### config.mk
export PLATFORM = sky130hd
export DESIGN_NAME = pdsb_bridge
export DESIGN_NICKNAME = d
export VERILOG_FILES = /design/src/inc/pdsb_pkg.sv /design/src/rtl/pdsb_bridge.sv
export SDC_FILE = /design/constraint.sdc
export NUM_CORES = 2
export LEC_CHECK = 0
export ABC_CLOCK_PERIOD_IN_PS = 9000
export BUFFER_PORTS_ARGS = -buffer_cell sky130_fd_sc_hd__buf_2
export CAP_MARGIN = 10
export CORE_MARGIN = 5
export CORE_UTILIZATION = 38
export DETAILED_ROUTE_END_ITERATION = 8
export SYNTH_ARGS = -nofsm -noshare
export SYNTH_HDL_FRONTEND = slang
export SYNTH_SLANG_ARGS = --single-unit
### constraint.sdc
create_clock -name MCLK_I -period 9 [get_ports MCLK_I]
set_input_delay 0.45 -clock MCLK_I [delete_from_list [all_inputs] [get_ports MCLK_I]]
set_output_delay 0.45 -clock MCLK_I [all_outputs]
set_load 0.02 [all_outputs]
### src/inc/pdsb_pkg.sv
// Constants and types of the direct slave bridge.
// Shared by the bridge and its bench; no other dependency.
package pdsb_pkg;
   localparam int AW    = 4;
   localparam int NWIN  = 3;
   localparam int DEPTH = 16;
   localparam int PW    = 5;
   // Register indices
   localparam logic [AW-1:0] REG_RANGE = 4'h0;
   localparam logic [AW-1:0] REG_REMAP = 4'h3;
   localparam logic [AW-1:0] REG_BASE  = 4'h6;
   localparam logic [AW-1:0] REG_DESC  = 4'h9;
   localparam logic [AW-1:0] REG_STAT  = 4'hA;
   // Descriptor fields
   localparam int D_PF_EN   = 0;
   localparam int D_PF_LO   = 1;
   localparam int D_LOCK_EN = 5;
   localparam int D_RETRY   = 6;
   localparam int D_DELAY   = 7;
   localparam int D_HOLD_LO = 8;
   localparam logic [31:0] DESC_RST  = 32'h0000_FF1F;
   localparam logic [31:0] RANGE_RST = 32'h0000_0000;
   localparam logic [31:0] ZERO32    = 32'h0000_0000;
   localparam logic [31:0] LW_STEP   = 32'h0000_0004;
   // PCI commands
   localparam logic [3:0] CMD_IORD = 4'h2;
   localparam logic [3:0] CMD_IOWR = 4'h3;
   localparam logic [3:0] CMD_MRD  = 4'h6;
   localparam logic [3:0] CMD_MWR  = 4'h7;
   localparam logic [PW-1:0] PTR_ONE  = 5'h01;
   localparam logic [PW-1:0] PTR_WRAP = 5'h10;
   typedef enum logic [2:0] {
      P_IDLE, P_WR, P_WACK, P_RD, P_RACK, P_STOP
   } pdsb_pci_e;
   typedef enum logic [2:0] {
      L_IDLE, L_YIELD, L_WLOW, L_REQ, L_ADDR, L_DATA, L_REL
   } pdsb_loc_e;
endpackage

### src/rtl/pdsb_bridge.sv
// Direct slave bridge: PCI target side, write/read FIFOs, local master.
// Assumes PCI and local pins are asynchronous; DMA signals share MCLK_I.
//
// The address map and strobed register access were decided locally.
`timescale 1ns/1ns
`default_nettype none
// Overview of operation
// - I/O accesses disconnect after one transfer; single reads fetch one longword.
// - Memory reads without prefetch disconnect after the first data transfer.
// - Memory reads prefetch programmed count plus one, up to 16; unused data flushed.
// - Optional delayed read: retry first, serve data on the repeated read.
// - Three windows, each with range, remap and base; descriptor sets options.
// - Range bit n selects PCI address bit n for window decode.
// - Decoded address bits are replaced by remap bits toward local bus.
// - Base register reads zero in bits excluded by the range.
// - Separate 16 longword write FIFO and 16 longword read FIFO.
// - Write into full FIFO gets retry or TRDY wait states, as configured.
// - TRDY held off on reads until local longword is available.
// - I/O reads never prefetch; each phase is one local cycle.
// - Read TRDY holdoff counted against limit; retry on expiry.
// - A locked access locks all windows until the master releases lock.
// - Local lock asserted from address cycle until after last access.
// - Local lock released only after FRAME and LOCK both seen high.
// - Direct slave beats DMA; DMA ownership shows hold, no flag, ack.
// - Pending access makes DMA release bus within two longwords.
// - After ack low assert hold and flag; transfer once ack high.
// - After transfer drop hold and flag; resume DMA on ack low, pause zero.
module pdsb_bridge (
   // Clock and reset
   input  wire logic                    MCLK_I,
   input  wire logic                    RST_N_I,
   // Configuration port
   input  wire logic [pdsb_pkg::AW-1:0] REG_ADDR_I,
   input  wire logic [31:0]             REG_WDATA_I,
   input  wire logic                    REG_WR_I,
   input  wire logic                    REG_RD_I,
   output logic      [31:0]             REG_RDATA_O,
   // PCI target
   input  wire logic                    FRAME_N_I,
   input  wire logic                    IRDY_N_I,
   input  wire logic                    LOCK_N_I,
   input  wire logic [31:0]             AD_I,
   input  wire logic [3:0]              CBE_I,
   output logic      [31:0]             AD_O,
   output logic                         AD_OE_O,
   output logic                         TRDY_N_O,
   output logic                         STOP_N_O,
   output logic                         DEVSEL_N_O,
   // Local bus master
   output logic      [31:0]             LA_O,
   input  wire logic [31:0]             LD_I,
   output logic      [31:0]             LD_O,
   output logic                         LD_OE_O,
   output logic                         LBUS_OE_O,
   output logic                         LADS_N_O,
   output logic                         LWR_O,
   input  wire logic                    LREADY_N_I,
   output logic                         LOCAL_BUS_HOLD_REQUEST_O,
   input  wire logic                    LOCAL_BUS_HOLD_ACK_I,
   output logic                         DIRECT_SLAVE_HOLD_FLAG_O,
   output logic                         LOCAL_LOCK_OUT_N_O,
   // DMA engine
   input  wire logic                    DMA_HOLD_I,
   input  wire logic                    DMA_WORD_I,
   input  wire logic                    PAUSE_ZERO_I,
   output logic                         DMA_PAUSE_O
);
   import pdsb_pkg::*;

   logic [1:0]  frm_s, irdy_s, lck_s, rdy_s, ack_s;
   logic [31:0] ad_s1, ad_s2, ld_s1, ld_s2;
   logic [3:0]  cbe_s1, cbe_s2;
   logic        frame_n, irdy_n, lock_n, rdy_n, ack, frm_prev_q;
   logic [31:0] rng_q [NWIN];
   logic [31:0] rmp_q [NWIN];
   logic [31:0] bar_q [NWIN];
   logic [31:0] xl    [NWIN];
   logic [NWIN-1:0] hit;
   logic [31:0] desc_q, laddr, rdata_d;
   logic        pf_en, lock_en, retry_full, delay_en;
   logic [3:0]  pf_cnt;
   logic [7:0]  hold_lim, hcnt_q;
   logic [63:0] wf_mem [DEPTH];
   logic [31:0] rf_mem [DEPTH];
   logic [PW-1:0] wf_wp_q, wf_rp_q, rf_wp_q, rf_rp_q;
   logic        wf_full, wf_empty, rf_full, rf_empty;
   logic        wf_push, wf_pop, rf_push, rf_pop, rf_flush_q;
   pdsb_pci_e   p_q;
   pdsb_loc_e   l_q;
   logic [31:0] paddr_q, rd_addr_q, dly_addr_q, la_q, ld_q;
   logic [4:0]  rd_cnt_q, lcnt_q;
   logic        p_io_q, p_last_q, rd_go_q, rd_live_q, dly_pend_q;
   logic        lock_act_q, start_evt, cmd_ok, is_io, is_wr, locked;
   logic        hold_ds_q, dma_allow_q, ywc_q, lwr_q, lads_n_q, loe_q;
   logic        rd_pend_q, need, lk_q;

   // Two-flop synchronisers on all PCI and local bus pins
   always_ff @(posedge MCLK_I)
   begin
      if (!RST_N_I)
      begin
         frm_s  <= 2'h3;
         irdy_s <= 2'h3;
         lck_s  <= 2'h3;
         rdy_s  <= 2'h3;
         ack_s  <= 2'h0;
         ad_s1  <= ZERO32;
         ad_s2  <= ZERO32;
         ld_s1  <= ZERO32;
         ld_s2  <= ZERO32;
         cbe_s1 <= 4'h0;
         cbe_s2 <= 4'h0;
         frm_prev_q <= 1'b1;
      end
      else
      begin
         frm_s  <= {frm_s[0], FRAME_N_I};
         irdy_s <= {irdy_s[0], IRDY_N_I};
         lck_s  <= {lck_s[0], LOCK_N_I};
         rdy_s  <= {rdy_s[0], LREADY_N_I};
         ack_s  <= {ack_s[0], LOCAL_BUS_HOLD_ACK_I};
         ad_s1  <= AD_I;
         ad_s2  <= ad_s1;
         ld_s1  <= LD_I;
         ld_s2  <= ld_s1;
         cbe_s1 <= CBE_I;
         cbe_s2 <= cbe_s1;
         frm_prev_q <= frm_s[1];
      end
   end
   assign frame_n = frm_s[1];
   assign irdy_n  = irdy_s[1];
   assign lock_n  = lck_s[1];
   assign rdy_n   = rdy_s[1];
   assign ack     = ack_s[1];

   // Per-window registers and decode
   for (genvar gw = 0; gw < NWIN; gw++)
   begin : g_win
      always_ff @(posedge MCLK_I)
      begin
         if (!RST_N_I)
         begin
            rng_q[gw] <= RANGE_RST;
            rmp_q[gw] <= ZERO32;
            bar_q[gw] <= ZERO32;
         end
         else if (REG_WR_I)
         begin
            if (REG_ADDR_I == AW'(REG_RANGE + gw))
               rng_q[gw] <= REG_WDATA_I;
            if (REG_ADDR_I == AW'(REG_REMAP + gw))
               rmp_q[gw] <= REG_WDATA_I;
            if (REG_ADDR_I == AW'(REG_BASE + gw))
               bar_q[gw] <= REG_WDATA_I;
         end
      end
      assign hit[gw] = (rng_q[gw] != ZERO32) &&
                       (((ad_s2 ^ bar_q[gw]) & rng_q[gw]) == ZERO32);
      assign xl[gw]  = (ad_s2 & ~rng_q[gw]) | (rmp_q[gw] & rng_q[gw]);
   end
   assign laddr = hit[0] ? xl[0] : (hit[1] ? xl[1] : xl[2]);

   always_ff @(posedge MCLK_I)
   begin
      if (!RST_N_I)
         desc_q <= DESC_RST;
      else if (REG_WR_I && REG_ADDR_I == REG_DESC)
         desc_q <= REG_WDATA_I;
   end
   assign pf_en      = desc_q[D_PF_EN];
   assign pf_cnt     = desc_q[D_PF_LO +: 4];
   assign lock_en    = desc_q[D_LOCK_EN];
   assign retry_full = desc_q[D_RETRY];
   assign delay_en   = desc_q[D_DELAY];
   assign hold_lim   = desc_q[D_HOLD_LO +: 8];

   always_comb
   begin
      rdata_d = ZERO32;
      for (int i = 0; i < NWIN; i++)
      begin
         if (REG_ADDR_I == AW'(REG_RANGE + i))
            rdata_d = rng_q[i];
         if (REG_ADDR_I == AW'(REG_REMAP + i))
            rdata_d = rmp_q[i];
         if (REG_ADDR_I == AW'(REG_BASE + i))
            rdata_d = bar_q[i] & rng_q[i];
      end
      if (REG_ADDR_I == REG_DESC)
         rdata_d = desc_q;
      if (REG_ADDR_I == REG_STAT)
         rdata_d = {26'h0, lock_act_q, dly_pend_q, wf_full, wf_empty,
                    rf_full, rf_empty};
   end
   always_ff @(posedge MCLK_I)
   begin
      if (!RST_N_I)
         REG_RDATA_O <= ZERO32;
      else
         REG_RDATA_O <= REG_RD_I ? rdata_d : ZERO32;
   end

   // Write and read FIFOs
   assign wf_empty = wf_wp_q == wf_rp_q;
   assign wf_full  = (wf_wp_q ^ wf_rp_q) == PTR_WRAP;
   assign rf_empty = rf_wp_q == rf_rp_q;
   assign rf_full  = (rf_wp_q ^ rf_rp_q) == PTR_WRAP;
   always_ff @(posedge MCLK_I)
   begin
      if (wf_push)
         wf_mem[wf_wp_q[PW-2:0]] <= {paddr_q, ad_s2};
      if (rf_push)
         rf_mem[rf_wp_q[PW-2:0]] <= ld_s2;
   end
   always_ff @(posedge MCLK_I)
   begin
      if (!RST_N_I)
      begin
         wf_wp_q <= '0;
         wf_rp_q <= '0;
         rf_wp_q <= '0;
         rf_rp_q <= '0;
      end
      else
      begin
         if (wf_push)
            wf_wp_q <= wf_wp_q + PTR_ONE;
         if (wf_pop)
            wf_rp_q <= wf_rp_q + PTR_ONE;
         if (rf_push)
            rf_wp_q <= rf_wp_q + PTR_ONE;
         if (rf_flush_q)
            rf_rp_q <= rf_wp_q;
         else if (rf_pop)
            rf_rp_q <= rf_rp_q + PTR_ONE;
      end
   end

   // PCI target
   assign is_io   = cbe_s2 == CMD_IORD || cbe_s2 == CMD_IOWR;
   assign is_wr   = cbe_s2 == CMD_IOWR || cbe_s2 == CMD_MWR;
   assign cmd_ok  = is_io || cbe_s2 == CMD_MRD || cbe_s2 == CMD_MWR;
   assign locked  = lock_en && !lock_n;
   assign start_evt = p_q == P_IDLE && frm_prev_q && !frame_n && |hit && cmd_ok;
   assign wf_push = p_q == P_WR && !irdy_n && !wf_full;
   assign rf_pop  = p_q == P_RD && !irdy_n && !rf_empty;

   always_ff @(posedge MCLK_I)
   begin
      if (!RST_N_I)
      begin
         p_q <= P_IDLE;
         {TRDY_N_O, STOP_N_O, DEVSEL_N_O} <= 3'h7;
         AD_O <= ZERO32;
         AD_OE_O <= 1'b0;
         paddr_q <= ZERO32;
         rd_addr_q <= ZERO32;
         dly_addr_q <= ZERO32;
         rd_cnt_q <= 5'h0;
         hcnt_q <= 8'h0;
         {p_io_q, p_last_q, rd_go_q, rd_live_q} <= 4'h0;
         {dly_pend_q, rf_flush_q} <= 2'h0;
      end
      else
      begin
         rd_go_q <= 1'b0;
         rf_flush_q <= 1'b0;
         unique case (p_q)
            P_IDLE:
            begin
               {TRDY_N_O, STOP_N_O, DEVSEL_N_O} <= 3'h7;
               AD_OE_O <= 1'b0;
               hcnt_q <= 8'h0;
               if (start_evt)
               begin
                  DEVSEL_N_O <= 1'b0;
                  paddr_q <= laddr;
                  p_io_q <= is_io;
                  if (lock_act_q && !locked)
                     p_q <= P_STOP;
                  else if (is_wr)
                     p_q <= P_WR;
                  else if (delay_en && dly_pend_q && dly_addr_q == laddr)
                     p_q <= P_RD;
                  else
                  begin
                     if (!(delay_en && dly_pend_q))
                     begin
                        rd_go_q <= 1'b1;
                        rd_live_q <= 1'b1;
                        rd_addr_q <= laddr;
                        rd_cnt_q <= (is_io || !pf_en) ? 5'h1 :
                                    {1'b0, pf_cnt} + 5'h1;
                        dly_addr_q <= laddr;
                        dly_pend_q <= delay_en;
                     end
                     p_q <= delay_en ? P_STOP : P_RD;
                  end
               end
            end
            P_WR:
            begin
               p_last_q <= frame_n;
               if (wf_push)
               begin
                  TRDY_N_O <= 1'b0;
                  p_q <= P_WACK;
               end
               else if (!irdy_n && retry_full)
                  p_q <= P_STOP;
            end
            P_WACK:
            begin
               TRDY_N_O <= 1'b1;
               paddr_q <= paddr_q + LW_STEP;
               if (p_last_q)
                  p_q <= P_IDLE;
               else if (p_io_q)
                  p_q <= P_STOP;
               else
                  p_q <= P_WR;
            end
            P_RD:
            begin
               hcnt_q <= hcnt_q + 8'h1;
               p_last_q <= frame_n;
               if (rf_pop)
               begin
                  AD_O <= rf_mem[rf_rp_q[PW-2:0]];
                  AD_OE_O <= 1'b1;
                  TRDY_N_O <= 1'b0;
                  hcnt_q <= 8'h0;
                  dly_pend_q <= 1'b0;
                  p_q <= P_RACK;
               end
               else if (hcnt_q == hold_lim)
                  p_q <= P_STOP;
            end
            P_RACK:
            begin
               TRDY_N_O <= 1'b1;
               if (p_last_q)
               begin
                  p_q <= P_IDLE;
                  rf_flush_q <= 1'b1;
                  rd_live_q <= 1'b0;
               end
               else if (p_io_q || !pf_en)
                  p_q <= P_STOP;
               else
                  p_q <= P_RD;
            end
            P_STOP:
            begin
               STOP_N_O <= 1'b0;
               TRDY_N_O <= 1'b1;
               AD_OE_O <= 1'b0;
               if (frame_n)
               begin
                  p_q <= P_IDLE;
                  if (!dly_pend_q)
                  begin
                     rf_flush_q <= 1'b1;
                     rd_live_q <= 1'b0;
                  end
               end
            end
         endcase
      end
   end

   always_ff @(posedge MCLK_I)
   begin
      if (!RST_N_I)
         lock_act_q <= 1'b0;
      else if (frame_n && lock_n)
         lock_act_q <= 1'b0;
      else if (start_evt && locked)
         lock_act_q <= 1'b1;
   end

   // Local bus master and arbitration with DMA
   assign need = !wf_empty || (rd_pend_q && rd_live_q);
   assign wf_pop = l_q == L_REQ && ack && !wf_empty;
   assign rf_push = l_q == L_DATA && !rdy_n && !lwr_q && rd_live_q && !rf_flush_q;

   always_ff @(posedge MCLK_I)
   begin
      if (!RST_N_I)
      begin
         l_q <= L_IDLE;
         {hold_ds_q, ywc_q, lwr_q, loe_q, rd_pend_q} <= 5'h0;
         dma_allow_q <= 1'b1;
         lads_n_q <= 1'b1;
         la_q <= ZERO32;
         ld_q <= ZERO32;
         lcnt_q <= 5'h0;
      end
      else
      begin
         if (rd_go_q)
            rd_pend_q <= 1'b1;
         unique case (l_q)
            L_IDLE:
               if (need)
               begin
                  ywc_q <= 1'b0;
                  if (DMA_HOLD_I && dma_allow_q && ack)
                     l_q <= L_YIELD;
                  else
                  begin
                     dma_allow_q <= 1'b0;
                     l_q <= L_WLOW;
                  end
               end
            L_YIELD:
            begin
               if (DMA_WORD_I)
                  ywc_q <= 1'b1;
               if (!DMA_HOLD_I || (DMA_WORD_I && ywc_q))
               begin
                  dma_allow_q <= 1'b0;
                  l_q <= L_WLOW;
               end
            end
            L_WLOW:
               if (!ack)
               begin
                  hold_ds_q <= 1'b1;
                  l_q <= L_REQ;
               end
            L_REQ:
               if (ack)
               begin
                  loe_q <= 1'b1;
                  lads_n_q <= 1'b0;
                  l_q <= L_ADDR;
                  if (!wf_empty)
                  begin
                     la_q <= wf_mem[wf_rp_q[PW-2:0]][63:32];
                     ld_q <= wf_mem[wf_rp_q[PW-2:0]][31:0];
                     lwr_q <= 1'b1;
                  end
                  else
                  begin
                     la_q <= rd_addr_q;
                     lwr_q <= 1'b0;
                     lcnt_q <= rd_cnt_q;
                     rd_pend_q <= rd_go_q;
                  end
               end
            L_ADDR:
            begin
               lads_n_q <= 1'b1;
               l_q <= L_DATA;
            end
            L_DATA:
               if (!rdy_n)
               begin
                  la_q <= la_q + LW_STEP;
                  lcnt_q <= lcnt_q - 5'h1;
                  if (!lwr_q && lcnt_q > 5'h1 && rd_live_q && !rf_full)
                  begin
                     lads_n_q <= 1'b0;
                     l_q <= L_ADDR;
                  end
                  else if (lwr_q && !wf_empty)
                  begin
                     la_q <= wf_mem[wf_rp_q[PW-2:0]][63:32];
                     ld_q <= wf_mem[wf_rp_q[PW-2:0]][31:0];
                     lads_n_q <= 1'b0;
                     l_q <= L_ADDR;
                  end
                  else
                  begin
                     hold_ds_q <= 1'b0;
                     loe_q <= 1'b0;
                     l_q <= L_REL;
                  end
               end
            L_REL:
               if (!ack && PAUSE_ZERO_I)
               begin
                  dma_allow_q <= 1'b1;
                  l_q <= L_IDLE;
               end
         endcase
      end
   end

   // Lock holds from the first address cycle until the PCI side lets go
   always_ff @(posedge MCLK_I)
   begin
      if (!RST_N_I)
         lk_q <= 1'b0;
      else if (l_q == L_ADDR && lock_act_q)
         lk_q <= 1'b1;
      else if (!lock_act_q && l_q != L_ADDR && l_q != L_DATA)
         lk_q <= 1'b0;
   end
   assign LOCAL_LOCK_OUT_N_O = !(lk_q || (l_q == L_ADDR && lock_act_q));

   assign LOCAL_BUS_HOLD_REQUEST_O = hold_ds_q || (DMA_HOLD_I && dma_allow_q);
   assign DIRECT_SLAVE_HOLD_FLAG_O = hold_ds_q;
   assign DMA_PAUSE_O = !dma_allow_q || l_q == L_YIELD;
   assign LA_O      = la_q;
   assign LD_O      = ld_q;
   assign LD_OE_O   = loe_q && lwr_q;
   assign LBUS_OE_O = loe_q;
   assign LADS_N_O  = lads_n_q;
   assign LWR_O     = lwr_q;
endmodule
`default_nettype wire

==> Yosys cells after proc, flatten, opt, wreduce, memory -nomap -nowiden <==
Memories as Yosys holds them, arrays and structs flattened. A register that Yosys moved wholly into a read port is not among the register bits.
Cells that the tools add are included.
{ "op_classes": {"mux": 167, "add_sub_neg": 9, "bitwise_logic": 40, "eq_ne": 59, "magnitude_cmp": 1, "reduce_logical": 115} }
{ "op_table": {"columns": ["operator", "n"], "rows": [
  ["$mux W32", 32],
  ["$and A32 B32 Y32", 12],
  ["$pmux W32 S2", 3],
  ["$logic_not A32 Y1", 3],
  ["$not A32 Y32", 3],
  ["$or A32 B32 Y32", 3],
  ["$reduce_bool A32 Y1", 3],
  ["$xor A32 B32 Y32", 3],
  ["$mux W1", 84],
  ["$add A32 B3 Y32 const B", 2],
  ["$mux W3", 20],
  ["$ne A2 B2 Y1 const B", 22],
  ["$logic_and A1 B1 Y1", 38],
  ["$eq A32 B32 Y1", 1],
  ["$mux W5", 6],
  ["$eq A4 B3 Y1 const B", 6],
  ["$pmux W3 S7", 1],
  ["$add A5 B1 Y5 const B", 4],
  ["$logic_not A1 Y1", 18],
  ["$pmux W3 S6", 1],
  ["$reduce_and A6 Y1", 3],
  ["$reduce_bool A2 Y1", 9],
  ["$eq A4 B2 Y1 const B", 4],
  ["$pmux W8 S2", 1],
  ["other kinds (40)", 109]
]} }
{ "totals": {"reg_bits": 402, "mem_bits_rw": 1824, "out_inout_bits": 140, "mem_count": 5} }
{ "memory_table": {"columns": ["name", "depth", "word_bits", "rd", "rd_clocked_by_memory_dff", "write_ports", "line_no", "source"], "rows": [
  ["wf_mem", 16, 64, 1, 1, 1, "pdsb_bridge.sv:83", "logic [63:0] wf_mem [DEPTH];"],
  ["rf_mem", 16, 32, 1, 1, 1, "pdsb_bridge.sv:84", "logic [31:0] rf_mem [DEPTH];"],
  ["bar_q", 3, 32, 3, 0, 3, "pdsb_bridge.sv:76", "logic [31:0] bar_q [NWIN];"],
  ["rmp_q", 3, 32, 3, 0, 3, "pdsb_bridge.sv:75", "logic [31:0] rmp_q [NWIN];"],
  ["rng_q", 3, 32, 3, 0, 3, "pdsb_bridge.sv:74", "logic [31:0] rng_q [NWIN];"]
]} }

==> Depth between registers and ports, before layout <==
An unclocked memory read counts as a cell.
{ "depth": {"ltp_word": 14, "ltp_mapped": 15} }

==> Least setup slack after synthesis <==
No wires, ideal clock.
{ "synth_timing": {"path_kind": "flip-flop to flip-flop", "start": "register wf_wp_q[2]", "end": "memory wf_mem[3][0] (enable)", "setup_time_ns": 0.564, "path_slack_ns": 2.231, "path_buffers": 1, "arrival_ns": 6.205, "stages_incl_launch_ff": 8, "cell_sequence": "dfxtp_1 > clkbuf_1 > xnor2_1 > nand4_1 > nor2_1 > nor3_1 > nand2_1 > nor3_1"} }
{ "synth_via": {"elab_chain_len": 6} }
{ "synth_rtl": {"columns": ["item", "line_no", "source"], "rows": [
  ["from (decl)", "pdsb_bridge.sv:85", "logic [PW-1:0] wf_wp_q, wf_rp_q, rf_wp_q, rf_rp_q;"],
  ["from (signal assigned)", "pdsb_bridge.sv:228", "wf_wp_q <= wf_wp_q + PTR_ONE;"],
  ["$xor A5 B5 Y5", "pdsb_bridge.sv:206", "assign wf_full = (wf_wp_q ^ wf_rp_q) == PTR_WRAP;"],
  ["$eq A5 B5 Y1", "pdsb_bridge.sv:206", null],
  ["$logic_not A1 Y1", "pdsb_bridge.sv:246", "assign wf_push = p_q == P_WR && !irdy_n && !wf_full;"],
  ["$logic_and A1 B1 Y1", "pdsb_bridge.sv:246", null],
  ["$mux W1", "pdsb_bridge.sv:211", "if (wf_push)"],
  ["$mux W1 (not written as such)", "pdsb_bridge.sv:212", "wf_mem[wf_wp_q[PW-2:0]] <= {paddr_q, ad_s2};"],
  ["to (decl)", "pdsb_bridge.sv:83", null]
]} }
Parallel ways exist; a longest one is shown, timed or not.

==> Worst setup path in the final report <==
{ "layout_timing": {"start": "register ad_s2[8]", "end": "register p_q[2]"} }
{ "layout_via": {"elab_chain_len": 13, "elab_cells_between_ends": 32} }
{ "layout_rtl": {"columns": ["item", "line_no", "source"], "rows": [
  ["from (decl)", "pdsb_bridge.sv:71", "logic [31:0] ad_s1, ad_s2, ld_s1, ld_s2;"],
  ["from (signal assigned)", "pdsb_bridge.sv:123", "ad_s2 <= ad_s1;"],
  ["$xor A32 B32 Y32", "pdsb_bridge.sv:159", "(((ad_s2 ^ bar_q[gw]) & rng_q[gw]) == ZERO32);"],
  ["$and A32 B32 Y32", "pdsb_bridge.sv:159", null],
  ["$logic_not A32 Y1", "pdsb_bridge.sv:159", null],
  ["$logic_and A1 B1 Y1", "pdsb_bridge.sv:158", "assign hit[gw] = (rng_q[gw] != ZERO32) &&"],
  ["$mux W32 (2 in series)", "pdsb_bridge.sv:162", "assign laddr = hit[0] ? xl[0] : (hit[1] ? xl[1] : xl[2]);"],
  ["$eq A32 B32 Y1", "pdsb_bridge.sv:284", "else if (delay_en && dly_pend_q && dly_addr_q == laddr)"],
  ["$logic_and A1 B1 Y1", "pdsb_bridge.sv:284", null],
  ["$mux W3", "pdsb_bridge.sv:284", null],
  ["$mux W3", "pdsb_bridge.sv:282", "else if (is_wr)"],
  ["$mux W3", "pdsb_bridge.sv:280", "if (lock_act_q && !locked)"],
  ["$mux W3", "pdsb_bridge.sv:275", "if (start_evt)"],
  ["$pmux W3 S6", "pdsb_bridge.sv:269", "unique case (p_q)"],
  ["to (signal assigned)", "pdsb_bridge.sv:298", "p_q <= delay_en ? P_STOP : P_RD;"],
  ["to (decl)", "pdsb_bridge.sv:88", "pdsb_pci_e p_q;"]
]} }
Parallel ways exist; a longest one is shown, timed or not. The select of a mux whose other input is x is not followed.
A chain may end at the register's enable or synchronous reset.

==> flow_summary.yaml <==
global_route:
  grt_start_max_net_pins: 141
  grt_pass1_wl_um: 407000
  overflow: 0
  grtUsageTotal: 0.224
  antenna_found_initial: 10
  grt_pass1_vias: 54100
sta:
  worst_pin_slew_ps: 1140
  finalMaxSlewViolations: 0
  hold_viol: 0
  fin_crit_sh: 0.572
  relSlewSlack: 0.236
  setup_viol: 0
  fmax_mhz: 194
  rsz0062_at_grt: "no"
  layout_min_cycle_time_ps: 5150
  finalSetupTns_ps: 0
  skew_ps: 71.7
cts:
  clock_sinks: 2262
  cts_max_level: 4
  numCtsBuffers: 221
  cts.clk_slew.worst_paths_ps: 60
  cts_max_path_buffers: 3
  cts_resized: 0
  clkLatencyLatePin_ps: 900
  root_buffer: "clkbuf_16"
  cts_tree: "done"
cells_and_area:
  fin_cells: 9527
  drive_gt1_frac: 0.211
  nFillCells: 21000
  final_common_cell: "edfxtp_1"
  final_util: 0.440
  final_cell_mix: "edfxtp_1 (1,824), nand2_1 (505), mux4_2 (478)"
  nets: 6271
  areaGrowthSynthToFinish_pct: 15.7
placement:
  gp_congestion: 0.982
  io_buffers: 255
  dp_cells: 8995
  dpl.hpwl_um: 179000
yosys:
  synthMuxAreaShare: 0.125
  synthSimpleGateAreaFrac: 0.0870
  synth_area_um2: 91300
  synth_edf_count: 1824
  ys_ff_latch: 2262
  ys_types: 83
  synthAdderAreaFrac: 0.00233
  synth-compound-area-share: 0.0554
  synth-xor-area-share: 0.0172
  synth_ff_type: "edfxtp_1"
  synth_top_family_by_area: "multiplexers"
  synth.yosys.seq_area_share: 0.696
  async_flop_share: 0
  yosysWarnings: 0
  synth_nets: 5874
  synth_cells: 5741
  synth.avg_cell_area_um2: 15.9
power:
  ir_drop_uv: 229
  p_switching_mw: 5.01
  power_density_nw_per_um2: 211
  p_int_mw: 17.3
  pwr-share-seq: 0.522
  combPwrFrac: 0.043
  leakagePower_nw: 34.8
  clkPwrFrac: 0.435
  swShare: 0.225
route:
  drtIter0Drc: 6791
  wire_per_inst_um: 30.1
  vias_per_cell: 5.77
  routed_wl_um: 286000
  ant_nets: 0
  firstDrtPassIters: 6
  route.detailed.drc: 0
  num_vias: 55000
run:
  maxCapViolCount: 0
floorplanning:
  core_region_area_um2: 240000
  ioPinCount: 256
  rows: 180
  die_x_um: 500
  die_area_um2: 250000
  die_height_um: 500
  start_util: 0.380
run_status:
  outcome: "finished, final reports clean"
critical_path:
  cp-start-kind: "flop"
  r2r_slack_ps: 3850
  worstPathCellList: "xor2_1, a22oi_1, nand4_1, nor2_2, buf_4, nand2_1, mux2i_1, a21o_1, a31o_1, a221oi_2, nor4_1, and4_1, nor3_2"
  path_max_fanout: 30
  crit_type: "reg -> reg"
  endpoint_kind: "flop"
  cp.arrival_ps: 5870
  critPathMaxStageDelay_ps: 1020
  slowest_stage: "dfxtp_1"
  worstPathRequired_ps: 9720
hold_path:
  hp-class: "in -> reg"
-- power by group through the flow --
stage / combinational, mW / clock, mW / sequential (mW)
5_1_grt: 1.02 / 10.3 / 11.6
2_1_floorplan: 0.532 / 0 / 11.7
6_report: 0.963 / 9.70 / 11.6
3_3_place_gp: 0.902 / 0 / 11.8
4_1_cts: 0.943 / 9.86 / 11.6
3_5_place_dp: 0.901 / 0 / 11.8
-- kinds of logic after synthesis --
| family | count (synthesis) |
|---|---|
| mux | 540 |
| fa+ha+maj | 17 |
| buf+inv | 376 |
| xor+xnor | 179 |
| compound gates | 793 |
| flops | 2262 |
| simple gates | 1574 |
-- layout make-up --
cell class	instances	area, um2	share of cell area
clock buffer	298	6140	0.0582
tap	3185	3990	0.0378
antenna	7	17.5	0.000166
multi-input combinational	3103	26600	0.252
sequential	2262	63600	0.602
inverter	40	158	0.00149
timing repair buffer	510	3500	0.0332
clock inverter	122	1610	0.0153
-- worst paths after layout --
check             startpoint         end  cells after the start
hold reg to reg    irdy_s[0]   irdy_s[1]                      1
setup reg to reg    ad_s2[8]      p_q[2]                     13
setup / recovery    ad_s2[8]      p_q[2]                     13
hold / removal       RST_N_I  desc_q[11]                      2
-- critical path: cells and delay by family (launching register included) --
| family | cells | cell delay, ps |
|---|---|---|
| AND/OR/NAND/NOR | 6 | 2180 |
| buffers and inverters | 1 | 380 |
| AO/OA/AOI/OAI | 4 | 640 |
| multiplexers | 1 | 610 |
| flip-flops | 1 | 1020 |
| XOR/XNOR | 1 | 150 |
-- state kept, by name, indices dropped and copies added, names as in the netlist, 96 cells and up, named ones only --
signal / flops
wf_mem: 1024
rng_q: 96
rf_mem: 512
rmp_q: 96
bar_q: 96
-- Yosys cell counts, types with 9 or more instances --
cell type     n  area [um2]
inv_1        38         143
o21ai_0     150         751
a31oi_1      55         344
and3_1       26         163
or3_1         9        56.3
o22ai_1      13        81.3
nand3_1     130         651
nor3_1       35         175
nand2b_1     56         350
nor2_1      217         815
nor4_1       44         275
xnor2_1      37         324
nor2b_1      10        62.6
a211oi_1     26         195
nand4_1      48         300
ha_1         17         213
a21o_1       37         278
nand2_1     506        1900
a221o_1      29         290
a221oi_1     12         105
buf_2        53         265
o221ai_1      9        78.8
xor2_1      142        1240
a32oi_1      36         315
mux4_2      478       10800
a21oi_1     280        1400
nand3b_1     27         203
buf_1        27         101
dfxtp_1     438        8770
mux2i_1      61         611
a22oi_1      67         503
clkbuf_1    244         916
and2_1      434        2720
edfxtp_1   1824       54800
-- routing by layer --
| metal | track usage | vias up | share of wire |
|---|---|---|---|
| li1 | - | 23000 | - |
| met1 | 0.302 | 28500 | 0.40 |
| met2 | 0.359 | 2853 | 0.47 |
| met3 | 0.0392 | 568 | 0.081 |
| met4 | 0.0995 | 2 | 0.051 |
| met5 | 0 | - | 0.000045 |
-- stage by stage --
| step | hold slack, ps | setup slack, ps | cell area (um2) | power (mW) |
|---|---|---|---|---|
| final | 84.4 | 3850 | 106000 | 22.3 |
| after global routing | 46.3 | 3650 | 106000 | 23.0 |
| after CTS | 5.73 | 4120 | 106000 | 22.4 |
| after detailed placement | 398 | 4150 | 96700 | 12.7 |
| after global placement | 399 | 4160 | 96700 | 12.7 |
| after floorplan | 386 | 2230 | 91300 | 12.3 |
-- what timing repair did --
item                      4_1_cts  5_1_grt
hold buffers                  105        0
hold endpoints to repair      270        0
buffers inserted                0        0
No activity file was read; power rests on OpenSTA's default activity.
